--- src/pkg/vsil_pkg.sv ---
// constants, types and defaults of the valve status indicator logic
//
// Operation
// - at power-up every lamp flashes once, then shows its normal function
// - bus lamp: steady traffic-not-ready, flashing traffic-ready, dark idle
// - upper-limit lamp follows the top magnetic limit sensor
// - lower-limit lamp follows the bottom magnetic limit sensor
// - during factory restore the limit and spare-contact lamps flash
// - first spare-contact lamp lit while its dry contact is closed
// - second spare-contact lamp lit while its dry contact is closed
// - drive-zero lamp steady when energized with normal load, dark when de-energized
// - drive-one lamp steady when energized with normal load, dark when de-energized
// - energized output with open or shorted load flashes and is recorded
// - raw valve command written in manual and in auto: 0 close, 1 open, 2 stop
// - feedback codes: 0 closed, 1 opened, 2 stopped, 3 opening, 4 closing
// - raw position reads opened whenever the opened switch is active
// - manual mode commands outputs directly, bypassing the automatic path
// - raw snapshot exposes every field pin, drive output and configuration switch
// - factory restore maps transducer to top, bottom sensors and output zero
// - factory restore selects increase-to-open and single-coil actuation
// - direct action energizes on open; reverse action de-energizes on open
// - opening after closed switch releases, closing after opened releases
// - dual-coil stop de-energizes both outputs to halt the valve
package vsil_pkg;

	// ----------------------------------------------------------------
	// timing
	// ----------------------------------------------------------------
	localparam int unsigned CLK_HZ         = 50_000_000;
	localparam int unsigned SELFTEST_MS    = 500;
	localparam int unsigned BLINK_HALF_MS  = 250;
	localparam int unsigned DEBOUNCE_MS    = 10;
	localparam int unsigned SELFTEST_CYC   = CLK_HZ / 1000 * SELFTEST_MS;
	localparam int unsigned BLINK_HALF_CYC = CLK_HZ / 1000 * BLINK_HALF_MS;
	localparam int unsigned DEBOUNCE_CYC   = CLK_HZ / 1000 * DEBOUNCE_MS;

	// ----------------------------------------------------------------
	// configuration switch positions
	// ----------------------------------------------------------------
	localparam int unsigned DIP_WRITE_PROT = 0;
	localparam int unsigned DIP_FACTORY    = 2;
	localparam int unsigned DIP_COUNT      = 6;

	// ----------------------------------------------------------------
	// encodings
	// ----------------------------------------------------------------
	typedef enum logic [1:0] {
		VSIL_CMD_CLOSE = 2'h0,
		VSIL_CMD_OPEN  = 2'h1,
		VSIL_CMD_STOP  = 2'h2
	} vsil_cmd_t;

	typedef enum logic [2:0] {
		VSIL_POS_CLOSED  = 3'h0,
		VSIL_POS_OPENED  = 3'h1,
		VSIL_POS_STOPPED = 3'h2,
		VSIL_POS_OPENING = 3'h3,
		VSIL_POS_CLOSING = 3'h4
	} vsil_pos_t;

	typedef enum logic [1:0] {
		VSIL_STYLE_SINGLE  = 2'h0,
		VSIL_STYLE_DUAL    = 2'h1,
		VSIL_STYLE_MONITOR = 2'h2
	} vsil_style_t;

	typedef enum logic [1:0] {
		VSIL_MODE_AUTO   = 2'h0,
		VSIL_MODE_MANUAL = 2'h1,
		VSIL_MODE_OOS    = 2'h2
	} vsil_mode_t;

	typedef enum logic [1:0] {
		VSIL_SEL_TOP  = 2'h0,
		VSIL_SEL_BOT  = 2'h1,
		VSIL_SEL_SPR1 = 2'h2,
		VSIL_SEL_SPR2 = 2'h3
	} vsil_sel_t;

	// ----------------------------------------------------------------
	// carriers
	// ----------------------------------------------------------------
	typedef struct packed {
		vsil_sel_t   open_sel;
		vsil_sel_t   close_sel;
		logic        out_sel;
		logic        reverse;
		vsil_style_t actuation_style;
	} vsil_cfg_t;

	localparam vsil_cfg_t CFG_DEFAULT = '{
		open_sel:        VSIL_SEL_TOP,
		close_sel:       VSIL_SEL_BOT,
		out_sel:         1'b0,
		reverse:         1'b0,
		actuation_style: VSIL_STYLE_SINGLE
	};

	typedef struct packed {
		logic [DIP_COUNT-1:0] dip_sw;
		logic [1:0]           load_short;
		logic [1:0]           load_open;
		logic                 spare_contact_two;
		logic                 spare_contact_one;
		logic                 bot_sensor;
		logic                 top_sensor;
	} vsil_pins_t;

	typedef struct packed {
		logic bus_lamp;
		logic upper_limit_lamp;
		logic lower_limit_lamp;
		logic spare_one_lamp;
		logic spare_two_lamp;
		logic drive_zero_lamp;
		logic drive_one_lamp;
	} vsil_lamps_t;

	typedef struct packed {
		vsil_pins_t pins;
		logic [1:0] drives;
	} vsil_snap_t;

endpackage
--- src/hw/vsil_debounce.sv ---
// three-stage synchronizer and debounce filter for pin inputs
`timescale 1ns/1ps
module vsil_debounce #(
	parameter int unsigned W   = 4,
	parameter int unsigned CNT = 500_000
) (
	// clock and reset
	input  wire logic         core_clk,
	input  wire logic         rst_n,
	input  wire logic         clk_en,
	// pins
	input  wire logic [W-1:0] raw,
	// filtered
	output logic      [W-1:0] clean
);

	generate
		if (W < 1 || CNT < 1) begin : g_chk
			$error("vsil_debounce: W and CNT must be at least one");
		end
	endgenerate

	logic [W-1:0] s1_q;
	logic [W-1:0] s2_q;
	logic [W-1:0] s3_q;
	logic [31:0]  cnt_q [W];

	// first stage feeds only the second
	always_ff @(posedge core_clk) begin
		if (!rst_n) begin
			s1_q <= '0;
			s2_q <= '0;
			s3_q <= '0;
		end else if (clk_en) begin
			s1_q <= raw;
			s2_q <= s1_q;
			s3_q <= s2_q;
		end
	end

	// a level is taken only after it stays put for the whole window
	always_ff @(posedge core_clk) begin
		if (!rst_n) begin
			clean <= '0;
			for (int i = 0; i < W; i++) begin
				cnt_q[i] <= 32'h0;
			end
		end else if (clk_en) begin
			for (int i = 0; i < W; i++) begin
				if (s2_q[i] != s3_q[i] || s3_q[i] == clean[i]) begin
					cnt_q[i] <= 32'h0;
				end else if (cnt_q[i] == 32'(CNT - 1)) begin
					cnt_q[i] <= 32'h0;
					clean[i] <= s3_q[i];
				end else begin
					cnt_q[i] <= cnt_q[i] + 32'h1;
				end
			end
		end
	end

endmodule

--- src/hw/vsil_top.sv ---
// lamp driver, valve command and position feedback for one controller
`timescale 1ns/1ps
module vsil_top
	import vsil_pkg::*;
#(
	parameter int unsigned SELFTEST_CYCLES = vsil_pkg::SELFTEST_CYC,
	parameter int unsigned BLINK_CYCLES    = vsil_pkg::BLINK_HALF_CYC,
	parameter int unsigned DEBOUNCE_CYCLES = vsil_pkg::DEBOUNCE_CYC
) (
	// clock, reset, enable
	input  wire logic                   core_clk,
	input  wire logic                   rst_n,
	input  wire logic                   clk_en,
	// field pins
	input  wire vsil_pkg::vsil_pins_t   pins_raw,
	// bus status from the communication core
	input  wire logic                   bus_activity,
	input  wire logic                   dev_ready,
	// host block parameters
	input  wire vsil_pkg::vsil_mode_t   block_operating_mode,
	input  wire vsil_pkg::vsil_cmd_t    auto_setpoint,
	input  wire vsil_pkg::vsil_cmd_t    block_setpoint,
	input  wire logic                   setpoint_wr,
	input  wire vsil_pkg::vsil_cfg_t    cfg_in,
	input  wire logic                   cfg_wr,
	// solenoid drives
	output vsil_pkg::vsil_cmd_t         raw_valve_command,
	output logic                        solenoid_drive_zero,
	output logic                        solenoid_drive_one,
	// lamps
	output vsil_pkg::vsil_lamps_t       lamps,
	// feedback and diagnostics
	output vsil_pkg::vsil_pos_t         position_readback,
	output vsil_pkg::vsil_pos_t         position_feedback_out,
	output logic [3:0]                  load_diag_status,
	output vsil_pkg::vsil_cfg_t         first_valve_transducer,
	output vsil_pkg::vsil_snap_t        io_raw_snapshot
);

	import vsil_pkg::*;

	// ----------------------------------------------------------------
	// parameter check
	// ----------------------------------------------------------------
	generate
		if (SELFTEST_CYCLES < 1 || BLINK_CYCLES < 1 ||
		    DEBOUNCE_CYCLES < 1) begin : g_chk
			$error("vsil_top: cycle counts must be at least one");
		end
	endgenerate

	// ----------------------------------------------------------------
	// helpers
	// ----------------------------------------------------------------
	function automatic logic pick(input vsil_sel_t s,
	                              input vsil_pins_t p);
		case (s)
			VSIL_SEL_TOP:  pick = p.top_sensor;
			VSIL_SEL_BOT:  pick = p.bot_sensor;
			VSIL_SEL_SPR1: pick = p.spare_contact_one;
			default:       pick = p.spare_contact_two;
		endcase
	endfunction

	// drive level for coil a at out_sel, coil b at the other output
	function automatic logic [1:0] place(input logic a, input logic b,
	                                     input logic sel);
		place = sel ? {a, b} : {b, a};
	endfunction

	// ----------------------------------------------------------------
	// input conditioning
	// ----------------------------------------------------------------
	vsil_pins_t pins_q;

	vsil_debounce #(
		.W   ($bits(vsil_pins_t)),
		.CNT (DEBOUNCE_CYCLES)
	) u_dbc (
		.core_clk (core_clk),
		.rst_n    (rst_n),
		.clk_en   (clk_en),
		.raw      (pins_raw),
		.clean    (pins_q)
	);

	wire logic factory_act = pins_q.dip_sw[DIP_FACTORY];
	wire logic write_prot  = pins_q.dip_sw[DIP_WRITE_PROT];

	// ----------------------------------------------------------------
	// shared blink divider
	// ----------------------------------------------------------------
	logic [31:0] blink_cnt_q;
	logic        blink_q;

	// one divider so every flashing lamp stays in phase
	always_ff @(posedge core_clk) begin
		if (!rst_n) begin
			blink_cnt_q <= 32'h0;
			blink_q     <= 1'b0;
		end else if (clk_en) begin
			if (blink_cnt_q == 32'(BLINK_CYCLES - 1)) begin
				blink_cnt_q <= 32'h0;
				blink_q     <= ~blink_q;
			end else begin
				blink_cnt_q <= blink_cnt_q + 32'h1;
			end
		end
	end

	// ----------------------------------------------------------------
	// power-up lamp self-test
	// ----------------------------------------------------------------
	typedef enum logic [2:0] {
		VSIL_ST_ON  = 3'b001,
		VSIL_ST_OFF = 3'b010,
		VSIL_ST_RUN = 3'b100
	} vsil_st_t;

	vsil_st_t    st_q;
	vsil_st_t    st_d;
	logic [31:0] st_cnt_q;

	wire logic st_done = (st_cnt_q == 32'(SELFTEST_CYCLES - 1));

	always_comb begin
		st_d = st_q;
		case (st_q)
			VSIL_ST_ON:  if (st_done) st_d = VSIL_ST_OFF;
			VSIL_ST_OFF: if (st_done) st_d = VSIL_ST_RUN;
			VSIL_ST_RUN: st_d = VSIL_ST_RUN;
			default:     st_d = VSIL_ST_ON;
		endcase
	end

	always_ff @(posedge core_clk) begin
		if (!rst_n) begin
			st_q     <= VSIL_ST_ON;
			st_cnt_q <= 32'h0;
		end else if (clk_en) begin
			st_q <= st_d;
			if (st_done || st_q == VSIL_ST_RUN) begin
				st_cnt_q <= 32'h0;
			end else begin
				st_cnt_q <= st_cnt_q + 32'h1;
			end
		end
	end

	// ----------------------------------------------------------------
	// transducer configuration
	// ----------------------------------------------------------------
	vsil_cfg_t cfg_q;

	// restore holds the defaults for as long as the switch is on
	always_ff @(posedge core_clk) begin
		if (!rst_n) begin
			cfg_q <= CFG_DEFAULT;
		end else if (clk_en) begin
			if (factory_act) begin
				cfg_q <= CFG_DEFAULT;
			end else if (cfg_wr && !write_prot) begin
				cfg_q <= cfg_in;
			end
		end
	end

	// ----------------------------------------------------------------
	// command path
	// ----------------------------------------------------------------
	vsil_cmd_t cmd_q;

	wire logic is_manual = (block_operating_mode == VSIL_MODE_MANUAL);
	wire logic is_auto   = (block_operating_mode == VSIL_MODE_AUTO);
	wire logic sp_legal  = (block_setpoint != 2'h3);
	wire logic man_take  = is_manual && setpoint_wr && sp_legal &&
	                       !write_prot;
	wire logic auto_take = is_auto && (auto_setpoint != 2'h3);

	always_ff @(posedge core_clk) begin
		if (!rst_n) begin
			cmd_q <= VSIL_CMD_CLOSE;
		end else if (clk_en) begin
			if (man_take) begin
				cmd_q <= block_setpoint;
			end else if (auto_take) begin
				cmd_q <= auto_setpoint;
			end
		end
	end

	// ----------------------------------------------------------------
	// output drive
	// ----------------------------------------------------------------
	logic [1:0] drive_q;
	logic [1:0] drive_d;

	wire logic coil_a_now = cfg_q.out_sel ? drive_q[1] : drive_q[0];
	wire logic want_open  = (cmd_q == VSIL_CMD_OPEN);
	wire logic want_close = (cmd_q == VSIL_CMD_CLOSE);
	// reverse action swaps which command powers the coil
	wire logic single_on  = want_open ^ cfg_q.reverse;
	wire logic dual_a     = cfg_q.reverse ? want_close : want_open;
	wire logic dual_b     = cfg_q.reverse ? want_open : want_close;

	always_comb begin
		drive_d = 2'h0;
		case (cfg_q.actuation_style)
			VSIL_STYLE_SINGLE: begin
				// a single coil cannot stop mid-stroke; hold it
				if (cmd_q == VSIL_CMD_STOP) begin
					drive_d = place(coil_a_now, 1'b0, cfg_q.out_sel);
				end else begin
					drive_d = place(single_on, 1'b0, cfg_q.out_sel);
				end
			end
			VSIL_STYLE_DUAL: begin
				// stop leaves both dual_a and dual_b low
				drive_d = place(dual_a, dual_b, cfg_q.out_sel);
			end
			default: drive_d = 2'h0;
		endcase
	end

	always_ff @(posedge core_clk) begin
		if (!rst_n) begin
			drive_q <= 2'h0;
		end else if (clk_en) begin
			drive_q <= drive_d;
		end
	end

	// ----------------------------------------------------------------
	// position feedback
	// ----------------------------------------------------------------
	vsil_pos_t pos_q;
	vsil_pos_t pos_d;

	wire logic open_act  = pick(cfg_q.open_sel, pins_q);
	wire logic close_act = pick(cfg_q.close_sel, pins_q);

	always_comb begin
		pos_d = pos_q;
		if (open_act) begin
			pos_d = VSIL_POS_OPENED;
		end else if (close_act) begin
			pos_d = VSIL_POS_CLOSED;
		end else if (cmd_q == VSIL_CMD_STOP) begin
			pos_d = VSIL_POS_STOPPED;
		end else if (pos_q == VSIL_POS_CLOSED) begin
			pos_d = VSIL_POS_OPENING;
		end else if (pos_q == VSIL_POS_OPENED) begin
			pos_d = VSIL_POS_CLOSING;
		end else if (pos_q == VSIL_POS_STOPPED) begin
			pos_d = want_open ? VSIL_POS_OPENING : VSIL_POS_CLOSING;
		end
	end

	always_ff @(posedge core_clk) begin
		if (!rst_n) begin
			pos_q <= VSIL_POS_STOPPED;
		end else if (clk_en) begin
			pos_q <= pos_d;
		end
	end

	// ----------------------------------------------------------------
	// load diagnostics
	// ----------------------------------------------------------------
	// a fault only means something while the output is energized
	wire logic [1:0] open_flt  = drive_q & pins_q.load_open;
	wire logic [1:0] short_flt = drive_q & pins_q.load_short;
	wire logic [1:0] load_flt  = open_flt | short_flt;

	// ----------------------------------------------------------------
	// lamp selection
	// ----------------------------------------------------------------
	vsil_lamps_t lamp_norm;
	vsil_lamps_t lamp_d;

	wire logic bus_lamp_w = bus_activity && (!dev_ready || blink_q);

	assign lamp_norm.bus_lamp         = bus_lamp_w;
	assign lamp_norm.upper_limit_lamp = factory_act ? blink_q :
	                                    pins_q.top_sensor;
	assign lamp_norm.lower_limit_lamp = factory_act ? blink_q :
	                                    pins_q.bot_sensor;
	assign lamp_norm.spare_one_lamp   = factory_act ? blink_q :
	                                    pins_q.spare_contact_one;
	assign lamp_norm.spare_two_lamp   = factory_act ? blink_q :
	                                    pins_q.spare_contact_two;
	assign lamp_norm.drive_zero_lamp  = drive_q[0] &&
	                                    (!load_flt[0] || blink_q);
	assign lamp_norm.drive_one_lamp   = drive_q[1] &&
	                                    (!load_flt[1] || blink_q);

	always_comb begin
		case (st_q)
			VSIL_ST_ON:  lamp_d = '1;
			VSIL_ST_OFF: lamp_d = '0;
			VSIL_ST_RUN: lamp_d = lamp_norm;
			default:     lamp_d = '0;
		endcase
	end

	// ----------------------------------------------------------------
	// output registers
	// ----------------------------------------------------------------
	always_ff @(posedge core_clk) begin
		if (!rst_n) begin
			lamps                  <= '0;
			solenoid_drive_zero    <= 1'b0;
			solenoid_drive_one     <= 1'b0;
			raw_valve_command      <= VSIL_CMD_CLOSE;
			position_readback      <= VSIL_POS_STOPPED;
			position_feedback_out  <= VSIL_POS_STOPPED;
			load_diag_status       <= 4'h0;
			first_valve_transducer <= CFG_DEFAULT;
			io_raw_snapshot        <= '0;
		end else if (clk_en) begin
			lamps                  <= lamp_d;
			solenoid_drive_zero    <= drive_q[0];
			solenoid_drive_one     <= drive_q[1];
			raw_valve_command      <= cmd_q;
			position_readback      <= pos_q;
			position_feedback_out  <= pos_q;
			load_diag_status       <= {short_flt, open_flt};
			first_valve_transducer <= cfg_q;
			io_raw_snapshot        <= '{pins: pins_q, drives: drive_q};
		end
	end

endmodule

--- config.mk ---
export PLATFORM = sky130hd
export DESIGN_NAME = vsil_top
export DESIGN_NICKNAME = d
export VERILOG_FILES = /design/src/pkg/vsil_pkg.sv /design/src/hw/vsil_debounce.sv /design/src/hw/vsil_top.sv
export SDC_FILE = /design/constraint.sdc
export NUM_CORES = 1
export LEC_CHECK = 0
export ABC_AREA = 0
export BUFFER_PORTS_ARGS = -buffer_cell sky130_fd_sc_hd__buf_2
export CORE_UTILIZATION = 55
export DETAILED_ROUTE_END_ITERATION = 8
export GPL_TIMING_DRIVEN = 0
export PLACE_DENSITY = 0.71
export RECOVER_POWER = 100
export SKIP_LAST_GASP = 1
export SYNTH_ARGS = -nofsm -noshare
export SYNTH_HDL_FRONTEND = slang
export SYNTH_SLANG_ARGS = --single-unit
--- constraint.sdc ---
create_clock -name core_clk -period 11.6 [get_ports core_clk]
set_clock_uncertainty 0.15 [all_clocks]
set_input_delay 0.58 -clock core_clk [delete_from_list [all_inputs] [get_ports core_clk]]
set_output_delay 0.58 -clock core_clk [all_outputs]
set_load 0.1 [all_outputs]
==> impl_metrics.csv, run 1 <==
group,metric,value,unit
die,ios,80,
power,total_leakage_power,11.6,nW
clock_tree,h-tree-depth,3,
clock_tree,cts_root_buf,"clkbuf_16",
clock_tree,cts.sinks,627,
die,die_area,60500,um2
detailed_routing,routed_via_density,5.86,
place,gp_congestion,0.868,
clock_tree,cts_hold_buf,0,
power,sw_frac_of_total,23.3,%
logic_synthesis,syn_area_per_cell,10.0,um2
sta,rsz0062_at_grt,"false",
die,core,58900,um2
worst_setup_path,cpMostUsedCell,"clkbuf_1",
logic_synthesis,syn_nets,3320,
sta,worst_pin_slew,1.71,ns
logic_synthesis,synth_edf_count,448,
sta,fin_setup_tns,0,ns
worst_setup_path,critPathBufInv,6,
logic_synthesis,synth.cell_area,32800,um2
logic_synthesis,ys_ff_latch,627,
worst_setup_path,start_kind,"primary input",
worst_setup_path,crit_path_max_incr_delay,0.70,ns
die,initial_core_util,55.6,%
worst_setup_path,cp-end-kind,"register",
die,rows,89,
grt,grt_max_degree,131,
logic_synthesis,yosys.area.top_type,"edfxtp_1",
sta,holdWs,0.0805,ns
place,place_area,34200,um2
power,p_int,3.82,mW
power,pwr-share-seq,51.7,%
place,numPortBuffers,78,
sta,setup_viol,0,
status,violations,"max-capacitance violations, max-slew violations",
grt,antenna_found_initial,2,
cells_and_area,num-fill-cells,4740,
detailed_routing,dr.pass1.iters,6,
power,ir_worst_vdd,121,uV
sta,slew_viol_final,20,
cells_and_area,fin_area,36300,um2
worst_setup_path,crit_slowest_cell,"inv_8",
sta,max_freq,0.257,GHz
logic_synthesis,netlist.area_leader.share,41.1,%
cells_and_area,layout.area.seq,17000,um2
sta,max_slew_margin,-14.8,%
detailed_routing,wirelength,73.5,mm
grt,grt-ovfl-total,0,
place,place_hpwl,50.7,mm
detailed_routing,drt_iter0_markers,1911,
detailed_routing,wl_per_cell,17.3,um
worst_setup_path,critPathRequiredTime,11.69,ns
cells_and_area,drive_gt1_share,5.03,%
power,p_switching,1.16,mW
clock_tree,cts_resized,0,
min_path,min_from,"pins_raw[2]",
worst_setup_path,crit_family,"buffers and inverters",
clock_tree,clk_pin_slew_worst_paths,0.06,ns
status,status,"finished with violations",
clock_tree,post-cts-setup-buffer-count,0,
min_path,worst_hold_path_type,"in2reg",
detailed_routing,route.detailed.drc,0,
detailed_routing,vias,24929,
cells_and_area,multi_input_area,14800,um2
cells_and_area,final_nets,3472,
logic_synthesis,synth_area_leaders,"edfxtp_1 (41%), dfxtp_1 (11%), nor2_1 (6.6%), xnor2_1 (6.4%), xor2_1 (5.8%)",
worst_setup_path,cp_max_fo,130,
worst_setup_path,r2r_slack,8.28,ns
cells_and_area,synthToLayoutAreaGrowth,10.8,%
detailed_routing,final_antenna_net_count,0,
logic_synthesis,synth.distinct_cells,68,
clock_tree,cts_tree,"yes",
worst_setup_path,worstSetupStartpoint,"clk_en",
logic_synthesis,synth_warnings,0,
die,fp.dieW,246,um
logic_synthesis,yosysSeqAreaShare,52.0,%
clock_tree,cts_buffers,69,
power,p_per_area,137,nW/um2
power,p_comb_share,4.7,%
sta,final.period_utilization,33.5,%
grt,grt_pass1_vias,24180,
sta,period_minus_slack,3.89,ns
grt,grt_use_total,24.3,%
die,die_y,246,um
logic_synthesis,syn_inst,3269,
clock_tree,clk_latency,0.61,ns
worst_setup_path,setup.worst_path.class,"in2reg",
flow_run,maxCapViolations,2,
clock_tree,cts_max_path_buffers,3,
power,pwr-share-clk,43.6,%
grt,grt_pass1_wl,121,mm
worst_setup_path,path_cells,"clkbuf_1 > clkbuf_1 > clkbuf_1 > nor2b_1 > inv_8 > buf_16 > buf_16",
worst_setup_path,worstPathArrival,3.98,ns
sta,hold_violations,0,
logic_synthesis,synthFlopType,"edfxtp_1",
worst_setup_path,r2r-start,"u_dbc.cnt_q[0][134]",
logic_synthesis,synth-async-reset-ratio,0,%
==> metrics by stage <==
stage          util (%)  total power, mW  worst slack, ns  std cells
2_1_floorplan         -             2.80            0.774       3269
3_3_place_gp       57.9             2.88            -3.50       4120
3_5_place_dp       58.1             2.85             7.26       4123
4_1_cts            61.8             5.01             7.90       4249
5_1_grt            61.6             5.12             7.48       4249
6_report           61.6             4.98             7.71       4251
==> routing by layer <==
metal / part of all wire (%) / global-route usage (%) / up-vias / routed length (um)
li1: - / - / 12052 / -
met1: 45 / 32.9 / 12115 / 32800
met2: 47 / 39.6 / 622 / 34700
met3: 5.3 / 3.95 / 138 / 3860
met4: 2.9 / 7.80 / 2 / 2110
met5: 0.018 / 0 / - / 13
==> power by group through the flow <==
stage / logic (mW) / registers (mW) / clock network [mW]
after global routing: 0.256 / 2.58 / 2.28
after floorplan: 0.154 / 2.64 / 0
after CTS: 0.238 / 2.57 / 2.21
after detailed placement: 0.235 / 2.62 / 0
final: 0.235 / 2.57 / 2.17
after global placement: 0.227 / 2.65 / 0
==> worst paths after layout <==
kind              cells after the start             endpoint
hold / removal                        3        u_dbc.s1_q[2]
hold reg to reg                       2  load_diag_status[0]
setup / recovery                      7  u_dbc.cnt_q[0][240]
setup reg to reg                      5  u_dbc.cnt_q[0][159]
==> worst min-delay path, cell delays in order <==
cell and delay [ns]:
buf_2 0.08, mux2i_1 0.06, nor2b_1 0.09
==> sequential cells by signal (all words and copies together), names as in the netlist, 4 cells and up <==
name                    count
lamps                       7
first_valve_transducer      8
u_dbc.s2_q                 14
u_dbc.s1_q                 14
cfg_q                       8
u_dbc.clean                14
st_cnt_q                   32
load_diag_status            4
blink_cnt_q                32
u_dbc.s3_q                 14
io_raw_snapshot            16
u_dbc.cnt_q               448
==> cells in the final DEF (no fill, tap or decap), drive strengths merged, types with 48 or more instances in the layout <==
cell / count
nor2: 574
edfxtp: 448
clkbuf: 260
xnor2: 239
xor2: 217
nand3: 196
nand2: 194
dfxtp: 179
nand4: 166
nor4: 134
nor3: 101
nor2b: 86
inv: 86
mux2i: 74
o21ai: 66
and3: 64
and4: 55
a21oi: 48
==> cell type report <==
| type | instances | share of cell area (%) |
|---|---|---|
| sequential | 627 | 47.0 |
| multi-input combinational | 2440 | 40.9 |
| clock buffer | 100 | 5.63 |
| tap | 773 | 2.67 |
| buffer | 123 | 1.35 |
| timing repair buffer | 81 | 1.15 |
| inverter | 79 | 0.838 |
| clock inverter | 26 | 0.504 |
| antenna | 2 | 0.0138 |
==> logic make-up (layout without fill, tap and decap cells) <==
group | after synthesis | after routing | synth area share (%)
compound gates | 172 | 172 | 3.19
xor+xnor | 456 | 456 | 12.2
fa+ha+maj | 16 | 16 | 0.611
buf+inv | 202 | 409 | 2.46
flops | 627 | 627 | 52.0
mux | 80 | 80 | 2.54
other cells | 0 | 2 | 0
simple gates | 1716 | 1716 | 27.0
==> cell usage after synthesis (3+ instances only) <==
master	number
nor4bb_1	7
nor2_1	574
and2_1	26
nand4b_1	3
nor3b_1	10
nand2b_1	9
edfxtp_1	448
nor4_2	4
ha_1	16
xor2_1	217
nand3_2	3
mux2i_1	74
buf_4	5
or4_1	6
nor3_1	101
a21boi_0	18
buf_1	7
or4b_1	3
nor4b_1	27
a31oi_1	5
o21bai_1	4
o21ai_1	3
xnor2_1	239
and3_1	64
and4_1	55
o41ai_1	6
or3_1	36
nor4_4	4
mux2_2	4
a21oi_1	47
nand3b_1	9
nor2b_1	86
nand2_1	194
nand4_1	165
clkbuf_1	98
o21ai_0	61
o31ai_1	5
buf_2	11
or2_2	4
o211ai_1	5
dfxtp_1	179
nand3_1	193
inv_1	78
nor4_1	126
Power figures use the tool's default switching activity.
==> run 2: changes to the inputs <==
Settings changed: PLACE_DENSITY 0.71 to 0.68.
Clock period 11.6 ns to 3.6 ns, I/O delays scaled along.
==> impl_metrics.csv, run 2 (synthesis results as in run 1) <==
group,metric,value,unit
sta,holdWs,0.0547,ns
die,fp.dieW,246,um
cells_and_area,synthToLayoutAreaGrowth,12.9,%
detailed_routing,drt_iter0_markers,1557,
worst_setup_path,cp_max_fo,43,
grt,grt_pass1_vias,24075,
worst_setup_path,critPathBufInv,8,
worst_setup_path,setup.worst_path.class,"in2reg",
worst_setup_path,start_kind,"primary input",
grt,grt_pass1_wl,123,mm
cells_and_area,instances_no_fill,4303,
power,total_leakage_power,11.9,nW
clock_tree,cts_buffers,72,
worst_setup_path,worst-r2r-cell-count,8,
detailed_routing,vias,24938,
detailed_routing,dr.pass1.iters,7,
clock_tree,cts_root_buf,"clkbuf_16",
worst_setup_path,crit_slowest_cell,"clkinvlp_4",
detailed_routing,wl_per_cell,17.5,um
cells_and_area,layout.area.seq,17000,um2
clock_tree,cts_tree,"yes",
min_path,worst_hold_path.num_cells,4,
status,violations,"max-capacitance violations, max-slew violations",
status,status,"finished with violations",
sta,slew_viol_final,10,
grt,grt_use_total,24.8,%
clock_tree,post-cts-setup-buffer-count,0,
die,rows,89,
clock_tree,h-tree-depth,3,
place,gp_congestion,0.875,
min_path,worst_hold_path_type,"in2reg",
worst_setup_path,crit_cells,9,
sta,hold_violations,0,
worst_setup_path,worstPathArrival,3.47,ns
detailed_routing,routed_via_density,5.80,
die,die_area,60500,um2
sta,period_minus_slack,3.43,ns
die,core,58900,um2
sta,fin_setup_tns,0,ns
worst_setup_path,cp-end-kind,"register",
place,place_hpwl,52.5,mm
clock_tree,clk_pin_slew_worst_paths,0.06,ns
power,finalPower,16.7,mW
cells_and_area,mostFrequentLayoutCell,"nor2_1",
place,dp.cells,4131,
sta,setup_viol,0,
die,ios,80,
cells_and_area,largest_reg_flops,448,
sta,rsz0062_at_grt,"false",
worst_setup_path,crit_path_max_incr_delay,0.71,ns
clock_tree,cts_max_path_buffers,3,
sta,max_freq,0.291,GHz
cells_and_area,final_cell_mix,"nor2_1 (574), edfxtp_1 (448), xnor2_1 (239), xor2_1 (217)",
detailed_routing,wirelength,75.3,mm
worst_setup_path,cpMostUsedCell,"buf_12",
cells_and_area,drive_gt1_share,5.53,%
flow_run,maxCapViolations,1,
worst_setup_path,crit_family,"buffers and inverters",
die,initial_core_util,55.6,%
cells_and_area,final_core_util,62.8,%
worst_setup_path,critPathRequiredTime,3.63,ns
grt,grt-ovfl-total,0,
cells_and_area,final_nets,3516,
detailed_routing,final_antenna_net_count,0,
detailed_routing,route.detailed.drc,0,
sta,max_slew_margin,-18.0,%
clock_tree,clk_latency,0.62,ns
sta,final.period_utilization,95.4,%
grt,grt_max_degree,45,
power,p_per_area,451,nW/um2
grt,antenna_found_initial,8,
worst_setup_path,path_cells,"dlygate4sd3_1 > buf_2 > clkbuf_16 > clkbuf_8 > nor2b_4 > clkinvlp_4 > buf_12 > buf_12 > clkbuf_2",
sta,worst_pin_slew,1.75,ns
die,die_y,246,um
power,ir_worst_vdd,419,uV
clock_tree,cts.sinks,627,
cells_and_area,largest-register,"u_dbc.cnt_q",
cells_and_area,multi_input_area,14800,um2
place,numPortBuffers,78,
cells_and_area,num-fill-cells,4780,
cells_and_area,largestRegisters,"u_dbc.cnt_q (448), blink_cnt_q (32), st_cnt_q (32)",
==> run 2: layer usage <==
metal / part of all wire [%] / global-route usage [%]
met1: 45 / 33.6
met2: 47 / 40.2
met3: 5.3 / 4.52
met4: 2.4 / 7.31
met5: 0.024 / 0
==> run 2: final timing paths <==
kind	startpoint	end	slack (ns)
setup / recovery	clk_en	u_dbc.cnt_q[0][73]	0.17
hold / removal	block_operating_mode[1]	cmd_q[0]	0.05
hold reg to reg	first_valve_transducer[4]	first_valve_transducer[4]	0.34
setup reg to reg	u_dbc.clean[8]	cmd_q[1]	0.35
==> run 2: layout make-up <==
| type | count | area share [%] |
|---|---|---|
| antenna | 6 | 0.0406 |
| buffer | 123 | 1.42 |
| multi-input combinational | 2440 | 40.1 |
| clock inverter | 33 | 0.914 |
| tap | 773 | 2.62 |
| sequential | 627 | 46.1 |
| inverter | 79 | 0.812 |
| clock buffer | 100 | 5.75 |
| timing repair buffer | 122 | 2.24 |
==> run 2: power breakdown <==
part / switching, mW / internal [mW] / total [mW] / leakage, nW
logic: 0.483 / 0.312 / 0.795 / 4.28
clock network: 3.00 / 4.57 / 7.57 / 1.22
registers: 0.319 / 7.98 / 8.30 / 6.44
==> run 2: what timing repair did <==
| action | 4_1_cts | 5_1_grt |
|---|---|---|
| setup endpoints to repair | 0 | 1 |
| hold endpoints to repair | 40 | 0 |
| hold buffers | 33 | 0 |
| resized for setup | 0 | 3 |
==> run 2: worst reg2reg max path, cell delays in order, from the launching register on <==
cell and delay [ns]:
dfxtp_1 0.41, nor4bb_1 0.31, nand2_1 0.16, mux2i_1 0.21, dlygate4sd3_1 0.60, nand2_1 0.06
dlygate4sd3_1 0.57, o211a_1 0.12, dlygate4sd3_1 0.54
==> run 2: through the flow <==
| step | instance area [um2] | worst slack (ns) |
|---|---|---|
| 6_report | 37000 | 0.166 |
| 2_1_floorplan | 32800 | -4.27 |
| 5_1_grt | 37000 | 0.00513 |
| 3_5_place_dp | 34400 | 0.115 |
| 3_3_place_gp | 34200 | -7.54 |
| 4_1_cts | 37200 | 0.167 |
